==> src/core/spi_dec_params.svh <==
`ifndef SPI_DEC_PARAMS_SVH
`define SPI_DEC_PARAMS_SVH

// opcodes served by the decoder
`define OP_READ      8'h03
`define OP_FAST      8'h0b
`define OP_DUAL      8'h3b
`define OP_RDSR1     8'h05
`define OP_RDSR2     8'h35
`define OP_WRSR1     8'h01
`define OP_WRSR2     8'h31
`define OP_ID1       8'h90
`define OP_ID2       8'h92
`define OP_ID4       8'h94
`define OP_SFDP      8'h5a
`define OP_UID       8'h4b
`define OP_SUSPEND   8'h75
`define OP_RESUME    8'h7a

// field widths in bits, phase clocks follow from bits / lanes
`define OPC_BITS     6'h08
`define ADDR_BITS    6'h18
`define MODE_BITS    6'h08
`define BYTE_BITS    6'h08

// wait clocks per command
`define WAIT_FAST    6'h08
`define WAIT_ID      6'h04
`define WAIT_UID     6'h20

// byte limits and array end
`define ID_BYTES     2'h2
`define SR_BYTES     2'h1
`define ARRAY_LAST   19'h7ffff
`define SR_RESET     8'h00

`endif

==> src/core/spi_dec_pkg.sv <==
package spi_dec_pkg;
   // decoder phases
   typedef enum logic [2:0] {
      ST_IDLE   = 3'b000,
      ST_OPCODE = 3'b001,
      ST_ADDR   = 3'b010,
      ST_WAIT   = 3'b011,
      ST_DIN    = 3'b100,
      ST_DOUT   = 3'b101,
      ST_IGNORE = 3'b110
   } state_t;
   // where outgoing bytes come from
   typedef enum logic [1:0] {
      SRC_SR1    = 2'b00,
      SRC_SR2    = 2'b01,
      SRC_ID     = 2'b10,
      SRC_STREAM = 2'b11
   } src_t;
   // address space asked of the byte feeder
   typedef enum logic [1:0] {
      SPACE_ARRAY = 2'b00,
      SPACE_SFDP  = 2'b01,
      SPACE_UID   = 2'b10
   } space_t;
   // phase_lane_format of one command
   typedef struct packed {
      logic       ok;
      logic       has_addr;
      logic       has_mode;
      logic [2:0] addr_lanes;
      logic [5:0] wait_clks;
      logic [2:0] data_lanes;
      logic       data_in;
      src_t       src;
      space_t     space;
      logic [1:0] max_bytes;
      logic       suspend;
      logic       resume;
   } cmd_t;
endpackage : spi_dec_pkg

==> src/core/byte_stream_if.sv <==
`timescale 1ns/1ps
interface byte_stream_if #(parameter int WIDTH = 8);
   logic             fill_valid;   // feeder offers a word
   logic             fill_ready;   // buffer has room
   logic [WIDTH-1:0] fill_data;
   logic             drain_valid;  // buffer holds a word
   logic             drain_ready;  // shifter takes it
   logic [WIDTH-1:0] drain_data;
   logic             flush;        // drop everything held
   modport buf_side  (input fill_valid, fill_data, drain_ready, flush,
                      output fill_ready, drain_valid, drain_data);
   modport core_side (output fill_valid, fill_data, drain_ready, flush,
                      input fill_ready, drain_valid, drain_data);
endinterface : byte_stream_if

==> src/core/spi_flash_read_command_decoder.sv <==
`timescale 1ns/1ps
`include "spi_dec_params.svh"
// How it works
// - opcode always takes 8 clocks, single lane
// - address takes 24, 12 or 6 clocks
// - mode byte takes 4 or 2 clocks
// - data byte takes 8, 4 or 2 clocks
// - 05h/35h return one status byte, single lane
// - 01h/31h write one status byte, single lane
// - 5Ah: address, 8 wait clocks, parameter stream
// - 92h dual ID after 4 waits; 90h single
// - 94h quad address, 4 waits, quad ID
// - 4Bh: 32 waits, then unique-ID stream
// - read address counter advances by itself
// - data shifts out MSB first after address
// - 07FFFFh wraps to 000000h without delay
// - chip select release floats serial output
// - release mid-byte is accepted without error
// - dual: high bit on SO, low on SI
// - dual: one byte every four clocks
// - release in dual read floats both pins
// - MSB first, framed by chip select
// - bad opcode ignored until next frame
// - address bits 23..19 are dropped
module spi_flash_read_command_decoder #(
   parameter logic [7:0] MFR_ID = 8'h11,  // arbitrary value
   parameter logic [7:0] DEV_ID = 8'h22,  // arbitrary value
   parameter int         DEPTH  = 2
) (
   // system
   input  wire logic                 clk,
   input  wire logic                 rst_n,
   // link pins, io[0] is SI and io[1] is SO
   input  wire logic                 cs_n,
   input  wire logic                 sclk,
   input  wire logic [3:0]           io_in,
   output logic      [3:0]           io_out,
   output logic      [3:0]           io_oe,
   // byte feeder
   output logic                      fetch_start,
   output logic      [18:0]          fetch_addr,
   output spi_dec_pkg::space_t       fetch_space,
   input  wire logic                 src_valid,
   input  wire logic [7:0]           src_data,
   output logic                      src_ready,
   // status and events
   output logic      [18:0]          cur_addr,
   output logic      [7:0]           sr1,
   output logic      [7:0]           sr2,
   output logic                      suspend_req,
   output logic                      resume_req,
   output logic                      underrun
);
   import spi_dec_pkg::*;

   logic [1:0]  rst_sync_reg;      // reset release
   logic        rst_int_n;
   logic [1:0]  cs_s_reg;          // pin synchronisers
   logic [2:0]  sclk_s_reg;        // third stage for edges
   logic [3:0]  io_s0_reg;
   logic [3:0]  io_s1_reg;
   logic        cs_act;
   logic        rise;
   logic        fall;
   state_t      state_reg;
   cmd_t        cmd_reg;
   cmd_t        dec;               // decode of incoming opcode
   logic [5:0]  cnt_reg;           // clocks into phase
   logic [5:0]  phase_len;
   logic        last;              // final clock of phase
   logic [2:0]  in_lanes;
   logic [23:0] in_sh_reg;
   logic [23:0] in_next;
   logic [7:0]  out_sh_reg;
   logic [2:0]  out_cnt_reg;       // clocks left in byte
   logic [1:0]  byte_cnt_reg;      // bytes sent, saturating
   logic        load;              // start of a byte out
   logic        stop_dout;         // byte limit reached
   logic [7:0]  tx_byte;
   logic [18:0] rd_addr_reg;
   logic        pop;
   logic        fetch_start_reg;
   logic [18:0] fetch_addr_reg;
   logic [7:0]  sr1_reg;
   logic [7:0]  sr2_reg;
   logic        suspend_reg;
   logic        resume_reg;
   logic        underrun_reg;
   logic [3:0]  io_out_reg;
   logic [3:0]  io_oe_reg;

   byte_stream_if #(.WIDTH(8)) bs ();

   two_entry_buffer #(.WIDTH(8), .DEPTH(DEPTH)) u_buf (
      .clk       (clk),
      .rst_int_n (rst_int_n),
      .bs        (bs.buf_side)
   );

   // clocks of a field carried on a lane count
   function automatic logic [5:0] clks(input logic [5:0] bits, input logic [2:0] lanes);
      case (lanes)
         3'h2:    clks = {1'b0, bits[5:1]};
         3'h4:    clks = {2'b00, bits[5:2]};
         default: clks = bits;
      endcase
   endfunction : clks

   // phase_lane_format table
   function automatic cmd_t cmd_decode(input logic [7:0] op);
      cmd_t c;
      c = '0;
      c.addr_lanes = 3'h1;
      c.data_lanes = 3'h1;
      c.ok = 1'b1;
      case (op)
         `OP_READ:    begin c.has_addr = 1'b1; c.src = SRC_STREAM; end
         `OP_FAST:    begin c.has_addr = 1'b1; c.src = SRC_STREAM; c.wait_clks = `WAIT_FAST; end
         `OP_DUAL:    begin c.has_addr = 1'b1; c.src = SRC_STREAM; c.wait_clks = `WAIT_FAST;
                            c.data_lanes = 3'h2; end
         `OP_RDSR1:   begin c.src = SRC_SR1; c.max_bytes = `SR_BYTES; end
         `OP_RDSR2:   begin c.src = SRC_SR2; c.max_bytes = `SR_BYTES; end
         `OP_WRSR1:   begin c.src = SRC_SR1; c.data_in = 1'b1; end
         `OP_WRSR2:   begin c.src = SRC_SR2; c.data_in = 1'b1; end
         `OP_ID1:     begin c.has_addr = 1'b1; c.src = SRC_ID; c.max_bytes = `ID_BYTES; end
         `OP_ID2:     begin c.has_addr = 1'b1; c.src = SRC_ID; c.max_bytes = `ID_BYTES;
                            c.addr_lanes = 3'h2; c.data_lanes = 3'h2; c.wait_clks = `WAIT_ID; end
         `OP_ID4:     begin c.has_addr = 1'b1; c.src = SRC_ID; c.max_bytes = `ID_BYTES;
                            c.addr_lanes = 3'h4; c.data_lanes = 3'h4; c.wait_clks = `WAIT_ID; end
         `OP_SFDP:    begin c.has_addr = 1'b1; c.src = SRC_STREAM; c.space = SPACE_SFDP;
                            c.wait_clks = `WAIT_FAST; end
         `OP_UID:     begin c.src = SRC_STREAM; c.space = SPACE_UID;
                            c.wait_clks = `WAIT_UID; end
         `OP_SUSPEND: c.suspend = 1'b1;
         `OP_RESUME:  c.resume = 1'b1;
         default:     c.ok = 1'b0;
      endcase
      return c;
   endfunction : cmd_decode

   // async assert, synchronous release
   always_ff @(posedge clk or negedge rst_n)
   begin
      if (!rst_n)
         rst_sync_reg <= 2'h0;
      else
         rst_sync_reg <= {rst_sync_reg[0], 1'b1};
   end
   assign rst_int_n = rst_sync_reg[1];

   // pins cross in through two flops; sclk must stay below clk / 8
   always_ff @(posedge clk or negedge rst_int_n)
   begin
      if (!rst_int_n)
      begin
         cs_s_reg   <= 2'h3;
         sclk_s_reg <= 3'h0;
         io_s0_reg  <= 4'h0;
         io_s1_reg  <= 4'h0;
      end
      else
      begin
         cs_s_reg   <= {cs_s_reg[0], cs_n};
         sclk_s_reg <= {sclk_s_reg[1:0], sclk};
         io_s0_reg  <= io_in;
         io_s1_reg  <= io_s0_reg;
      end
   end
   assign cs_act = !cs_s_reg[1];
   assign rise   = sclk_s_reg[1] && !sclk_s_reg[2];
   assign fall   = !sclk_s_reg[1] && sclk_s_reg[2];

   // input shift, MSB first, lanes gathered high to low
   assign in_lanes = (state_reg == ST_ADDR) ? cmd_reg.addr_lanes : 3'h1;
   always_comb
   begin
      case (in_lanes)
         3'h2:    in_next = {in_sh_reg[21:0], io_s1_reg[1], io_s1_reg[0]};
         3'h4:    in_next = {in_sh_reg[19:0], io_s1_reg[3:0]};
         default: in_next = {in_sh_reg[22:0], io_s1_reg[0]};
      endcase
   end

   // length of the current phase in link clocks
   always_comb
   begin
      case (state_reg)
         ST_OPCODE: phase_len = clks(`OPC_BITS, 3'h1);
         ST_ADDR:   phase_len = clks(cmd_reg.has_mode ? `ADDR_BITS + `MODE_BITS
                                                      : `ADDR_BITS, cmd_reg.addr_lanes);
         ST_WAIT:   phase_len = cmd_reg.wait_clks;
         default:   phase_len = clks(`BYTE_BITS, 3'h1);
      endcase
   end
   assign dec  = cmd_decode(in_next[7:0]);
   assign last = rise && (cnt_reg == 6'(phase_len - 6'h1));

   // byte out starts on a falling edge once the previous one is spent
   assign load      = fall && (state_reg == ST_DOUT) && (out_cnt_reg == 3'h0);
   assign stop_dout = load && (cmd_reg.max_bytes != 2'h0) && (byte_cnt_reg == cmd_reg.max_bytes);
   assign pop       = load && !stop_dout && (cmd_reg.src == SRC_STREAM) && bs.drain_valid;
   always_comb
   begin
      case (cmd_reg.src)
         SRC_SR1:    tx_byte = sr1_reg;
         SRC_SR2:    tx_byte = sr2_reg;
         SRC_ID:     tx_byte = (byte_cnt_reg == 2'h0) ? MFR_ID : DEV_ID;
         default:    tx_byte = bs.drain_valid ? bs.drain_data : 8'hff;
      endcase
   end

   // phase sequencer; frame end overrides everything
   always_ff @(posedge clk or negedge rst_int_n)
   begin
      if (!rst_int_n)
      begin
         state_reg       <= ST_IDLE;
         cmd_reg         <= '0;
         cnt_reg         <= 6'h0;
         in_sh_reg       <= 24'h0;
         fetch_start_reg <= 1'b0;
         fetch_addr_reg  <= 19'h0;
         suspend_reg     <= 1'b0;
         resume_reg      <= 1'b0;
      end
      else
      begin
         fetch_start_reg <= 1'b0;
         suspend_reg     <= 1'b0;
         resume_reg      <= 1'b0;
         if (!cs_act)
         begin
            state_reg <= ST_IDLE;
         end
         else if (state_reg == ST_IDLE)
         begin
            state_reg <= ST_OPCODE;
            cnt_reg   <= 6'h0;
         end
         else if (stop_dout)
         begin
            state_reg <= ST_IGNORE;
         end
         else if (rise && state_reg != ST_DOUT && state_reg != ST_IGNORE)
         begin
            in_sh_reg <= in_next;
            cnt_reg   <= last ? 6'h0 : 6'(cnt_reg + 6'h1);
            if (last)
            begin
               case (state_reg)
                  ST_OPCODE:
                  begin
                     cmd_reg     <= dec;
                     suspend_reg <= dec.suspend;
                     resume_reg  <= dec.resume;
                     if (!dec.ok || dec.suspend || dec.resume)
                        state_reg <= ST_IGNORE;
                     else if (dec.has_addr)
                        state_reg <= ST_ADDR;
                     else
                     begin
                        fetch_start_reg <= (dec.src == SRC_STREAM);
                        fetch_addr_reg  <= 19'h0;
                        state_reg <= (dec.wait_clks != 6'h0) ? ST_WAIT
                                   : (dec.data_in ? ST_DIN : ST_DOUT);
                     end
                  end
                  ST_ADDR:
                  begin
                     fetch_start_reg <= (cmd_reg.src == SRC_STREAM);
                     fetch_addr_reg  <= in_next[18:0];
                     state_reg <= (cmd_reg.wait_clks != 6'h0) ? ST_WAIT : ST_DOUT;
                  end
                  ST_WAIT:  state_reg <= ST_DOUT;
                  ST_DIN:   state_reg <= ST_IGNORE;
                  default:  state_reg <= ST_IGNORE;
               endcase
            end
         end
      end
   end

   // status registers written by 01h / 31h
   always_ff @(posedge clk or negedge rst_int_n)
   begin
      if (!rst_int_n)
      begin
         sr1_reg <= `SR_RESET;
         sr2_reg <= `SR_RESET;
      end
      else if (cs_act && state_reg == ST_DIN && last)
      begin
         if (cmd_reg.src == SRC_SR1)
            sr1_reg <= in_next[7:0];
         else
            sr2_reg <= in_next[7:0];
      end
   end

   // serial output shifter, MSB on the highest driven lane
   always_ff @(posedge clk or negedge rst_int_n)
   begin
      if (!rst_int_n)
      begin
         out_sh_reg   <= 8'h0;
         out_cnt_reg  <= 3'h0;
         byte_cnt_reg <= 2'h0;
         io_out_reg   <= 4'h0;
         io_oe_reg    <= 4'h0;
         underrun_reg <= 1'b0;
      end
      else if (!cs_act || state_reg != ST_DOUT || stop_dout)
      begin
         io_oe_reg    <= 4'h0;
         out_cnt_reg  <= 3'h0;
         byte_cnt_reg <= cs_act ? byte_cnt_reg : 2'h0;
      end
      else if (load)
      begin
         byte_cnt_reg <= (byte_cnt_reg == 2'h3) ? 2'h3 : 2'(byte_cnt_reg + 2'h1);
         underrun_reg <= underrun_reg | ((cmd_reg.src == SRC_STREAM) && !bs.drain_valid);
         out_cnt_reg  <= 3'(clks(`BYTE_BITS, cmd_reg.data_lanes) - 6'h1);
         case (cmd_reg.data_lanes)
            3'h2:
            begin
               io_out_reg <= {2'b00, tx_byte[7], tx_byte[6]};
               io_oe_reg  <= 4'h3;
               out_sh_reg <= {tx_byte[5:0], 2'b00};
            end
            3'h4:
            begin
               io_out_reg <= tx_byte[7:4];
               io_oe_reg  <= 4'hf;
               out_sh_reg <= {tx_byte[3:0], 4'h0};
            end
            default:
            begin
               io_out_reg <= {2'b00, tx_byte[7], 1'b0};
               io_oe_reg  <= 4'h2;
               out_sh_reg <= {tx_byte[6:0], 1'b0};
            end
         endcase
      end
      else if (fall)
      begin
         out_cnt_reg <= 3'(out_cnt_reg - 3'h1);
         case (cmd_reg.data_lanes)
            3'h2:    io_out_reg <= {2'b00, out_sh_reg[7], out_sh_reg[6]};
            3'h4:    io_out_reg <= out_sh_reg[7:4];
            default: io_out_reg <= {2'b00, out_sh_reg[7], 1'b0};
         endcase
         out_sh_reg <= (cmd_reg.data_lanes == 3'h4) ? {out_sh_reg[3:0], 4'h0}
                     : (cmd_reg.data_lanes == 3'h2) ? {out_sh_reg[5:0], 2'b00}
                     : {out_sh_reg[6:0], 1'b0};
      end
   end

   // running read address, loaded at start, wraps at array end
   always_ff @(posedge clk or negedge rst_int_n)
   begin
      if (!rst_int_n)
         rd_addr_reg <= 19'h0;
      else if (fetch_start_reg)
         rd_addr_reg <= fetch_addr_reg;
      else if (pop)
         rd_addr_reg <= (rd_addr_reg == `ARRAY_LAST) ? 19'h0 : 19'(rd_addr_reg + 19'h1);
   end

   // buffer hookup; a new fetch or frame end discards stale bytes
   assign bs.fill_valid  = src_valid;
   assign bs.fill_data   = src_data;
   assign bs.drain_ready = pop;
   assign bs.flush       = !cs_act || fetch_start_reg;
   assign src_ready      = bs.fill_ready;

   assign io_out      = io_out_reg;
   assign io_oe       = io_oe_reg;
   assign fetch_start = fetch_start_reg;
   assign fetch_addr  = fetch_addr_reg;
   assign fetch_space = cmd_reg.space;
   assign cur_addr    = rd_addr_reg;
   assign sr1         = sr1_reg;
   assign sr2         = sr2_reg;
   assign suspend_req = suspend_reg;
   assign resume_req  = resume_reg;
   assign underrun    = underrun_reg;

   // checks
   AST_OPC_LEN: assert property (@(posedge clk) disable iff (!rst_int_n)
      (cs_act && state_reg == ST_OPCODE && rise && cnt_reg < 6'h7) |=> state_reg == ST_OPCODE)
      else $error("opcode phase ended early");
   AST_ADDR_LEN: assert property (@(posedge clk) disable iff (!rst_int_n)
      (cs_act && state_reg == ST_ADDR && rise && cnt_reg == 6'(clks(`ADDR_BITS,
       cmd_reg.addr_lanes) - 6'h1)) |=> state_reg != ST_ADDR)
      else $error("address phase length wrong");
   AST_HIZ_RELEASE: assert property (@(posedge clk) disable iff (!rst_int_n)
      $rose(cs_s_reg[1]) |=> ##1 io_oe == 4'h0)
      else $error("output still driven after release");
   AST_DUAL_HIZ: assert property (@(posedge clk) disable iff (!rst_int_n)
      (!cs_act && cmd_reg.data_lanes == 3'h2) |=> io_oe[1:0] == 2'b00)
      else $error("dual pins still driven");
   AST_DUAL_PINS: assert property (@(posedge clk) disable iff (!rst_int_n)
      (load && !stop_dout && cs_act && cmd_reg.data_lanes == 3'h2)
      |=> io_out[1:0] == $past(tx_byte[7:6]) && io_oe == 4'h3)
      else $error("dual bit placement wrong");
   AST_WRAP: assert property (@(posedge clk) disable iff (!rst_int_n)
      (pop && !fetch_start_reg && rd_addr_reg == `ARRAY_LAST) |=> rd_addr_reg == 19'h0)
      else $error("no wrap at array end");
   AST_ADDR_STEP: assert property (@(posedge clk) disable iff (!rst_int_n)
      (pop && !fetch_start_reg && rd_addr_reg != `ARRAY_LAST)
      |=> rd_addr_reg == 19'($past(rd_addr_reg) + 19'h1))
      else $error("address counter did not advance");
   AST_IGNORE_HOLD: assert property (@(posedge clk) disable iff (!rst_int_n)
      (state_reg == ST_IGNORE && cs_act) |=> (state_reg == ST_IGNORE || !cs_act) && io_oe == 4'h0)
      else $error("left ignore state inside frame");
   AST_SR_WRITE: assert property (@(posedge clk) disable iff (!rst_int_n)
      (cs_act && state_reg == ST_DIN && last && cmd_reg.src == SRC_SR1)
      |=> sr1_reg == $past(in_next[7:0]) ##1 state_reg != ST_DIN)
      else $error("status write lost");
   AST_SUSPEND: assert property (@(posedge clk) disable iff (!rst_int_n)
      suspend_req |-> state_reg == ST_IGNORE && !fetch_start_reg)
      else $error("suspend not opcode-only");
endmodule : spi_flash_read_command_decoder

==> src/core/two_entry_buffer.sv <==
`timescale 1ns/1ps
module two_entry_buffer #(
   parameter int WIDTH = 8,
   parameter int DEPTH = 2
) (
   // system
   input wire logic         clk,
   input wire logic         rst_int_n,
   // both sides
   byte_stream_if.buf_side  bs
);
   localparam int PW = (DEPTH > 1) ? $clog2(DEPTH) : 1;
   localparam int CW = $clog2(DEPTH + 1);

   logic [WIDTH-1:0] mem_reg [DEPTH];  // storage
   logic [PW-1:0]    wr_ptr_reg;       // next slot to fill
   logic [PW-1:0]    rd_ptr_reg;       // oldest word
   logic [CW-1:0]    count_reg;        // words held
   logic             push;
   logic             pop;

   // honest flags: full stalls the feeder, empty leaves the shifter sending ffh
   assign bs.fill_ready  = (count_reg != CW'(DEPTH));
   assign bs.drain_valid = (count_reg != '0);
   assign bs.drain_data  = mem_reg[rd_ptr_reg];
   assign push = bs.fill_valid && bs.fill_ready && !bs.flush;
   assign pop  = bs.drain_valid && bs.drain_ready && !bs.flush;

   // pointer step with wrap for any depth
   function automatic logic [PW-1:0] step(input logic [PW-1:0] p);
      step = (p == PW'(DEPTH - 1)) ? '0 : PW'(p + 1'b1);
   endfunction : step

   // storage write, no reset needed on data
   always_ff @(posedge clk)
   begin
      if (push)
      begin
         mem_reg[wr_ptr_reg] <= bs.fill_data;
      end
   end

   // pointers and occupancy; flush wins over traffic
   always_ff @(posedge clk or negedge rst_int_n)
   begin
      if (!rst_int_n)
      begin
         wr_ptr_reg <= '0;
         rd_ptr_reg <= '0;
         count_reg  <= '0;
      end
      else if (bs.flush)
      begin
         wr_ptr_reg <= '0;
         rd_ptr_reg <= '0;
         count_reg  <= '0;
      end
      else
      begin
         if (push)
         begin
            wr_ptr_reg <= step(wr_ptr_reg);
         end
         if (pop)
         begin
            rd_ptr_reg <= step(rd_ptr_reg);
         end
         if (push && !pop)
         begin
            count_reg <= CW'(count_reg + 1'b1);
         end
         else if (pop && !push)
         begin
            count_reg <= CW'(count_reg - 1'b1);
         end
      end
   end
endmodule : two_entry_buffer

==> config.mk <==
export PLATFORM = sky130hd
export DESIGN_NAME = spi_flash_read_command_decoder
export DESIGN_NICKNAME = d
export VERILOG_FILES = /design/src/core/spi_dec_pkg.sv /design/src/core/byte_stream_if.sv /design/src/core/spi_flash_read_command_decoder.sv /design/src/core/two_entry_buffer.sv
export VERILOG_INCLUDE_DIRS = /design/src /design/src/core
export SDC_FILE = /design/constraint.sdc
export NUM_CORES = 1
export LEC_CHECK = 0
export BUFFER_PORTS_ARGS = -buffer_cell sky130_fd_sc_hd__buf_2
export CORE_AREA = 2 2 158 160
export CTS_CLUSTER_SIZE = 28
export DETAILED_ROUTE_END_ITERATION = 16
export DIE_AREA = 0 0 160 162
export GPL_ROUTABILITY_DRIVEN = 0
export PLACE_DENSITY = 0.52
export SETUP_SLACK_MARGIN = 0.2
export SKIP_CTS_REPAIR_TIMING = 1
export SLEW_MARGIN = 10
export SYNTH_ARGS = -nofsm -noshare
export SYNTH_HDL_FRONTEND = slang
export SYNTH_HIERARCHICAL = 1
export SYNTH_SLANG_ARGS = --single-unit
export TNS_END_PERCENT = 50
==> constraint.sdc <==
create_clock -name clk -period 6.4 [get_ports clk]
set_input_delay 1.92 -clock clk [delete_from_list [all_inputs] [get_ports clk]]
set_output_delay 1.92 -clock clk [all_outputs]
set_load 0.02 [all_outputs]
==> results of run 1 <==
## power by group
group | total (mW) | internal [mW] | leakage, nW | switching (mW)
logic | 0.499 | 0.179 | 1.88 | 0.320
registers | 1.11 | 1.03 | 1.89 | 0.0800
clock network | 1.02 | 0.608 | 0.280 | 0.409
total | 2.63 | 1.82 | 4.05 | 0.809
## final cells by class
class	instances	area share, %
multi-input combinational	603	42.1
sequential	154	41.2
clock inverter	14	1.60
inverter	27	1.06
timing repair buffer	96	5.31
clock buffer	18	4.49
tap	324	4.24
## final timing paths
check / from / end / slack [ps]
setup / recovery: state_reg[2] / fetch_addr[6] / 1790
hold reg to reg: rst_sync_reg[0] / rst_sync_reg[1] / 350
min in group asynchronous: rst_sync_reg[1] / out_sh_reg[1] / 420
setup reg to reg: state_reg[2] / fetch_addr[6] / 1790
max in group asynchronous: rst_sync_reg[1] / u_buf/count_reg[1] / 4460
hold / removal: rst_sync_reg[0] / rst_sync_reg[1] / 350
## per-stage QoR
stage               util [%]  hold WS [ps]  setup WS (ps)
global placement        37.2           332           1910
finish                  39.7           353           1790
CTS                     39.7           351           1790
floorplan                  -           331           2270
detailed placement      37.2           337           1780
global route            39.7           358           1490
## Yosys cell counts (3+ instances only)
cell type	n	area, µm²
a22o_1	6	52.6
dfrtp_1	136	3400
buf_4	5	37.5
mux2_2	44	495
nand3_1	23	115
ha_1	4	50.1
and3_1	6	37.5
xnor2_1	4	35.0
o22ai_1	25	156
nand2b_1	12	75.1
nor4_1	7	43.8
nor3_1	18	90.1
nand4_1	10	62.6
o31ai_1	7	52.6
inv_1	26	97.6
nor2_1	63	236
nand3b_1	14	105
o221ai_1	11	96.3
xor2_1	9	78.8
o311ai_0	5	43.8
edfxtp_1	16	480
a21oi_1	30	150
clkbuf_1	31	116
buf_1	3	11.3
a21o_1	9	67.6
a221oi_1	4	35.0
nand2_1	86	323
o21ai_0	61	305
nor2b_1	18	113
mux2i_1	20	200
o211ai_1	4	30.0
a22oi_1	5	37.5
and4b_1	3	30.0
and2_1	7	43.8
o21ai_1	9	45.0
buf_2	9	45.0
a221o_1	11	110
nor3b_1	8	60.1
a31oi_1	8	50.1
or2_2	3	18.8
buf_6	3	33.8
nor3_2	3	30.0
## cells by family (layout without fill, tap and decap cells)
kind of cell,Yosys count,after routing
and+or+nand+nor,301,301
AOI/OAI and AO/OA,219,219
DFF,154,154
buffers and inverters,78,155
muxes,65,65
xor gates and xnor gates,13,13
adders and majority gates,4,4
other,1,1
## critical path, cell delays in order (launching register included)
cell	delay, ps
dfrtp_1	640
or4b_4	730
or2_4	360
ha_1	290
o211a_1	150
nor4b_1	490
a311oi_2	160
nor4_4	990
buf_4	370
mux2i_1	200
o21ai_1	80
## layer usage
| layer | GRT usage [%] | vias up | routed length [µm] |
|---|---|---|---|
| met4 | 4.26 | 0 | 280 |
| met3 | 3.37 | 21 | 985 |
| li1 | - | 3206 | - |
| met2 | 26.5 | 141 | 9930 |
| met5 | 0 | - | 0 |
| met1 | 24.8 | 3284 | 10700 |
==> impl_metrics.csv, run 1 <==
group,metric,value,unit
grt,grt_pass1_wl,35.8,mm
synthesis,synth_top_family_by_area,"simple AND/OR/NAND/NOR gates",
clock_network,htreeDepth,4,
clock_network,clk-insertion-delay-late,430,ps
placed_design,post-place-cells,1204,
worst_setup_path,crit_type,"register to register",
timing,slew_violations,0,
layout,antennaDiodeCount,0,
clock_network,root_buffer,"clkbuf_16",
placed_design,place_area,8980,µm²
outcome,status,"finished, final reports clean",
grt,grt.overflow.total,0,
floorplan,start_util,34.5,%
synthesis,synth_fa_ha_area_share,0.603,%
synthesis,syn_inst,835,
layout,syn_to_final_growth,15.1,%
layout,regArea,3940,µm²
drt,dr.pass1.iters,7,
layout,final_common_cell,"dfrtp_1",
placed_design,numPortBuffers,85,
synthesis,synth_compound_area_share,18.0,%
clock_network,cts_buffer_depth,2,
floorplan,die-area,25900,µm²
timing,finalSetupViolCount,0,
synthesis,synth_edf_count,16,
clock_network,cts.clk_slew.worst_paths,60,ps
worst_hold_path,hold_path.class,"register to register",
drt,ant_nets,0,
grt,grt_antenna_before_repair,0,
timing,finalHoldViolCount,0,
synthesis,synthXorXnorAreaFrac,1.37,%
pwr,irDropWorstVdd,169,µV
pwr,leakagePower,4.05,nW
worst_setup_path,crit_fanout,21,
layout,layout-drive-gt1-share,22.1,%
synthesis,yosys.area_share.simple,19.7,%
timing,max_freq,0.217,GHz
grt,grt_pass1_vias,6403,
drt,routed_via_density,5.38,
layout,final_cell_mix,"dfrtp_1 (135), nand2_1 (86), buf_2 (85)",
synthesis,yosys_warnings,6,
grt,grt_max_degree,77,
run,maxCapViolCount,0,
drt,wl_per_cell,17.7,µm
floorplan,row_count,57,
drt,drcViolationCount,0,
timing,period_needed,4610,ps
synthesis,async_flop_share,89.6,%
worst_setup_path,worstSetupStartpointType,"register",
layout,layout.cells.non_filler,1236,
worst_setup_path,required,6680,ps
worst_hold_path,min_path_cells,0,
placed_design,dp_hpwl,15.4,mm
layout,nFillCells,2441,
timing,max_slew.worst_pin.slew,1190,ps
worst_setup_path,worst-r2r-cell-count,10,
layout,layout.nets,920,
synthesis,synth_cell_types,85,
floorplan,boundaryPins,86,
timing,fin_worst_skew,10.9,ps
synthesis,synth-seq-cells,154,
worst_setup_path,endpoint_kind,"register",
clock_network,cts_tree,"done",
layout,multi_input_area,4020,µm²
floorplan,die_w,160,µm
clock_network,cts.sinks,154,
grt,track_usage,17.2,%
layout,fin_area,9560,µm²
drt,drt_iter0_markers,537,
synthesis,ys_seq_area_share,47.4,%
worst_setup_path,arrival,4890,ps
synthesis,syn_nets,856,
synthesis,syn_area_per_cell,9.95,µm²
timing,timing.final.crit_share,72.0,%
timing,setup_tns,0,ps
synthesis,syn-cell-area,8310,µm²
pwr,p_per_area,275,nW/µm²
clock_network,tritoncts.num_buffers,17,
floorplan,die_h,162,µm
synthesis,ys.flop_type,"dfrtp_1",
drt,routed_wl,21.9,mm
timing,rsz0062_at_grt,"false",
floorplan,core,24100,µm²
synthesis,synthMuxAreaShare,8.65,%
pwr,finalPower,2.63,mW
timing,relSlewSlack,20.2,%
drt,routed-via-count,6652,
(Power assumes the default switching activity.)
==> run 2: changes to the inputs <==
- clock period: 6.4 -> 4.29 ns (I/O delays scaled with it)
==> impl_metrics.csv, run 2 (synthesized netlist as in run 1, its figures left out) <==
group,metric,value,unit
outcome,status,"finished, final reports clean",
pwr,p_per_area,409,nW/µm²
worst_setup_path,crit_cells,10,
timing,max_slew.worst_pin.slew,1080,ps
floorplan,die_w,160,µm
drt,routed-wl-met3,881,µm
clock_network,cts.sinks,154,
worst_setup_path,arrival,4030,ps
clock_network,cts_buffer_depth,2,
grt,grt.overflow.total,0,
drt,dr.pass1.iters,5,
worst_setup_path,cpPeakStageDelay,610,ps
pwr,irDropWorstVdd,231,µV
clock_network,root_buffer,"clkbuf_16",
layout,layout-drive-gt1-share,22.8,%
placed_design,numPortBuffers,85,
worst_setup_path,rr_endpoint,"fetch_addr[3]",
floorplan,start_util,34.5,%
layout,antennaDiodeCount,0,
clock_network,cts_tree,"done",
grt,track_usage,17.7,%
timing,max_freq,0.266,GHz
worst_setup_path,worstSetupStartpointType,"register",
clock_network,cts.clk_slew.worst_paths,60,ps
worst_setup_path,crit_type,"register to register",
grt,grt_pass1_wl,36.3,mm
layout,layout.cells.non_filler,1244,
placed_design,dp_hpwl,15.8,mm
floorplan,core,24100,µm²
clock_network,clk-insertion-delay-late,420,ps
drt,routed_wl,22.3,mm
placed_design,post-place-cells,1212,
timing,fin_worst_skew,10.7,ps
worst_hold_path,hold_path.class,"register to register",
worst_setup_path,required,4560,ps
timing,setup_tns,0,ps
worst_setup_path,critPathLaunch,"state_reg[1]",
clock_network,tritoncts.num_buffers,17,
drt,routed_via_density,5.33,
layout,syn_to_final_growth,16.0,%
timing,finalSetupViolCount,0,
drt,met1_length,11.0,mm
grt,grt_pass1_vias,6469,
layout,layout.nets,928,
timing,timing.final.crit_share,87.6,%
layout,final_cell_mix,"dfrtp_1 (135), nand2_1 (86), buf_2 (85)",
pwr,finalPower,3.94,mW
run,maxCapViolCount,0,
worst_setup_path,rrSetupSlack,530,ps
grt,grt_max_degree,76,
worst_setup_path,worst-path-buf-inv,1,
grt,grt_antenna_before_repair,0,
floorplan,boundaryPins,86,
drt,highest_layer,"met4",
worst_setup_path,cpMaxStageDelayCell,"or4b_4",
drt,dr_wl_met2,10.1,mm
worst_setup_path,crit_fanout,30,
drt,drcViolationCount,0,
timing,relSlewSlack,28.1,%
timing,period_needed,3760,ps
clock_network,htreeDepth,4,
layout,nFillCells,2403,
worst_setup_path,path_delay_family,"simple AND/OR/NAND/NOR gates",
worst_setup_path,timing.rr.start,"state_reg[1]",
worst_setup_path,endpoint_kind,"register",
layout,final_common_cell,"dfrtp_1",
pwr,leakagePower,4.09,nW
worst_setup_path,worst-r2r-cell-count,10,
drt,routed-via-count,6629,
drt,ant_nets,0,
timing,finalHoldViolCount,0,
drt,wl_per_cell,17.9,µm
floorplan,row_count,57,
drt,drt_iter0_markers,672,
worst_setup_path,endpoint,"fetch_addr[3]",
worst_setup_path,crit_chain,"or4b_4 > or2_4 > ha_1 > o211a_1 > nor4b_1 > a311oi_2 > nor4_4 > buf_4 > mux2i_1 > o21ai_1",
floorplan,die-area,25900,µm²
timing,rsz0062_at_grt,"false",
floorplan,die_h,162,µm
timing,slew_violations,0,
run 2: layout make-up:
class	count	area (µm²)	share of cell area, %
Clock buffer	21	440	4.57
Clock inverter	11	146	1.52
Inverter	27	101	1.05
Multi-Input combinational cell	603	4020	41.7
Sequential cell	154	3940	40.9
Tap cell	324	405	4.21
Timing Repair Buffer	104	581	6.02
run 2: worst min path at each step:
| stage | endpoint | cells after the start | start |
|---|---|---|---|
| 6_report | sclk_s_reg[1] | 0 | sclk_s_reg[0] |
| 5_1_grt | io_s1_reg[3] | 0 | io_s0_reg[3] |
| 4_1_cts | io_s1_reg[3] | 0 | io_s0_reg[3] |
| 3_5_place_dp | sclk_s_reg[1] | 0 | sclk_s_reg[0] |
| 3_3_place_gp | sclk_s_reg[1] | 0 | sclk_s_reg[0] |
| 2_1_floorplan | rst_sync_reg[1] | 0 | rst_sync_reg[0] |
run 2: where the power goes:
part / leakage [nW] / switching, mW / internal [mW]
clock network: 0.271 / 0.607 / 0.915
registers: 1.89 / 0.0965 / 1.54
logic: 1.93 / 0.504 / 0.278
run 2: worst register-to-register path: stages, from the launching register on:
cell	delay (ps)
dfrtp_1	550
or4b_4	610
or2_4	360
ha_1	290
o211a_1	150
nor4b_1	480
a311oi_2	160
nor4_4	290
buf_4	390
mux2i_1	240
o21ai_1	80
run 2: per-stage QoR:
step	setup slack, ps	cell area (µm²)	utilization [%]	hold WS, ps
after detailed placement	586	9050	37.5	335
after global placement	637	9050	37.5	334
final	533	9640	40.0	348
after CTS	573	9640	40.0	350
after global routing	241	9640	40.0	354
after floorplan	745	8310	-	331
run 2: routing by layer:
layer | GRT usage, % | vias up
met2 | 26.7 | 156
li1 | - | 3216
met5 | 0 | -
met3 | 3.55 | 19
met4 | 4.83 | 0
met1 | 25.8 | 3238
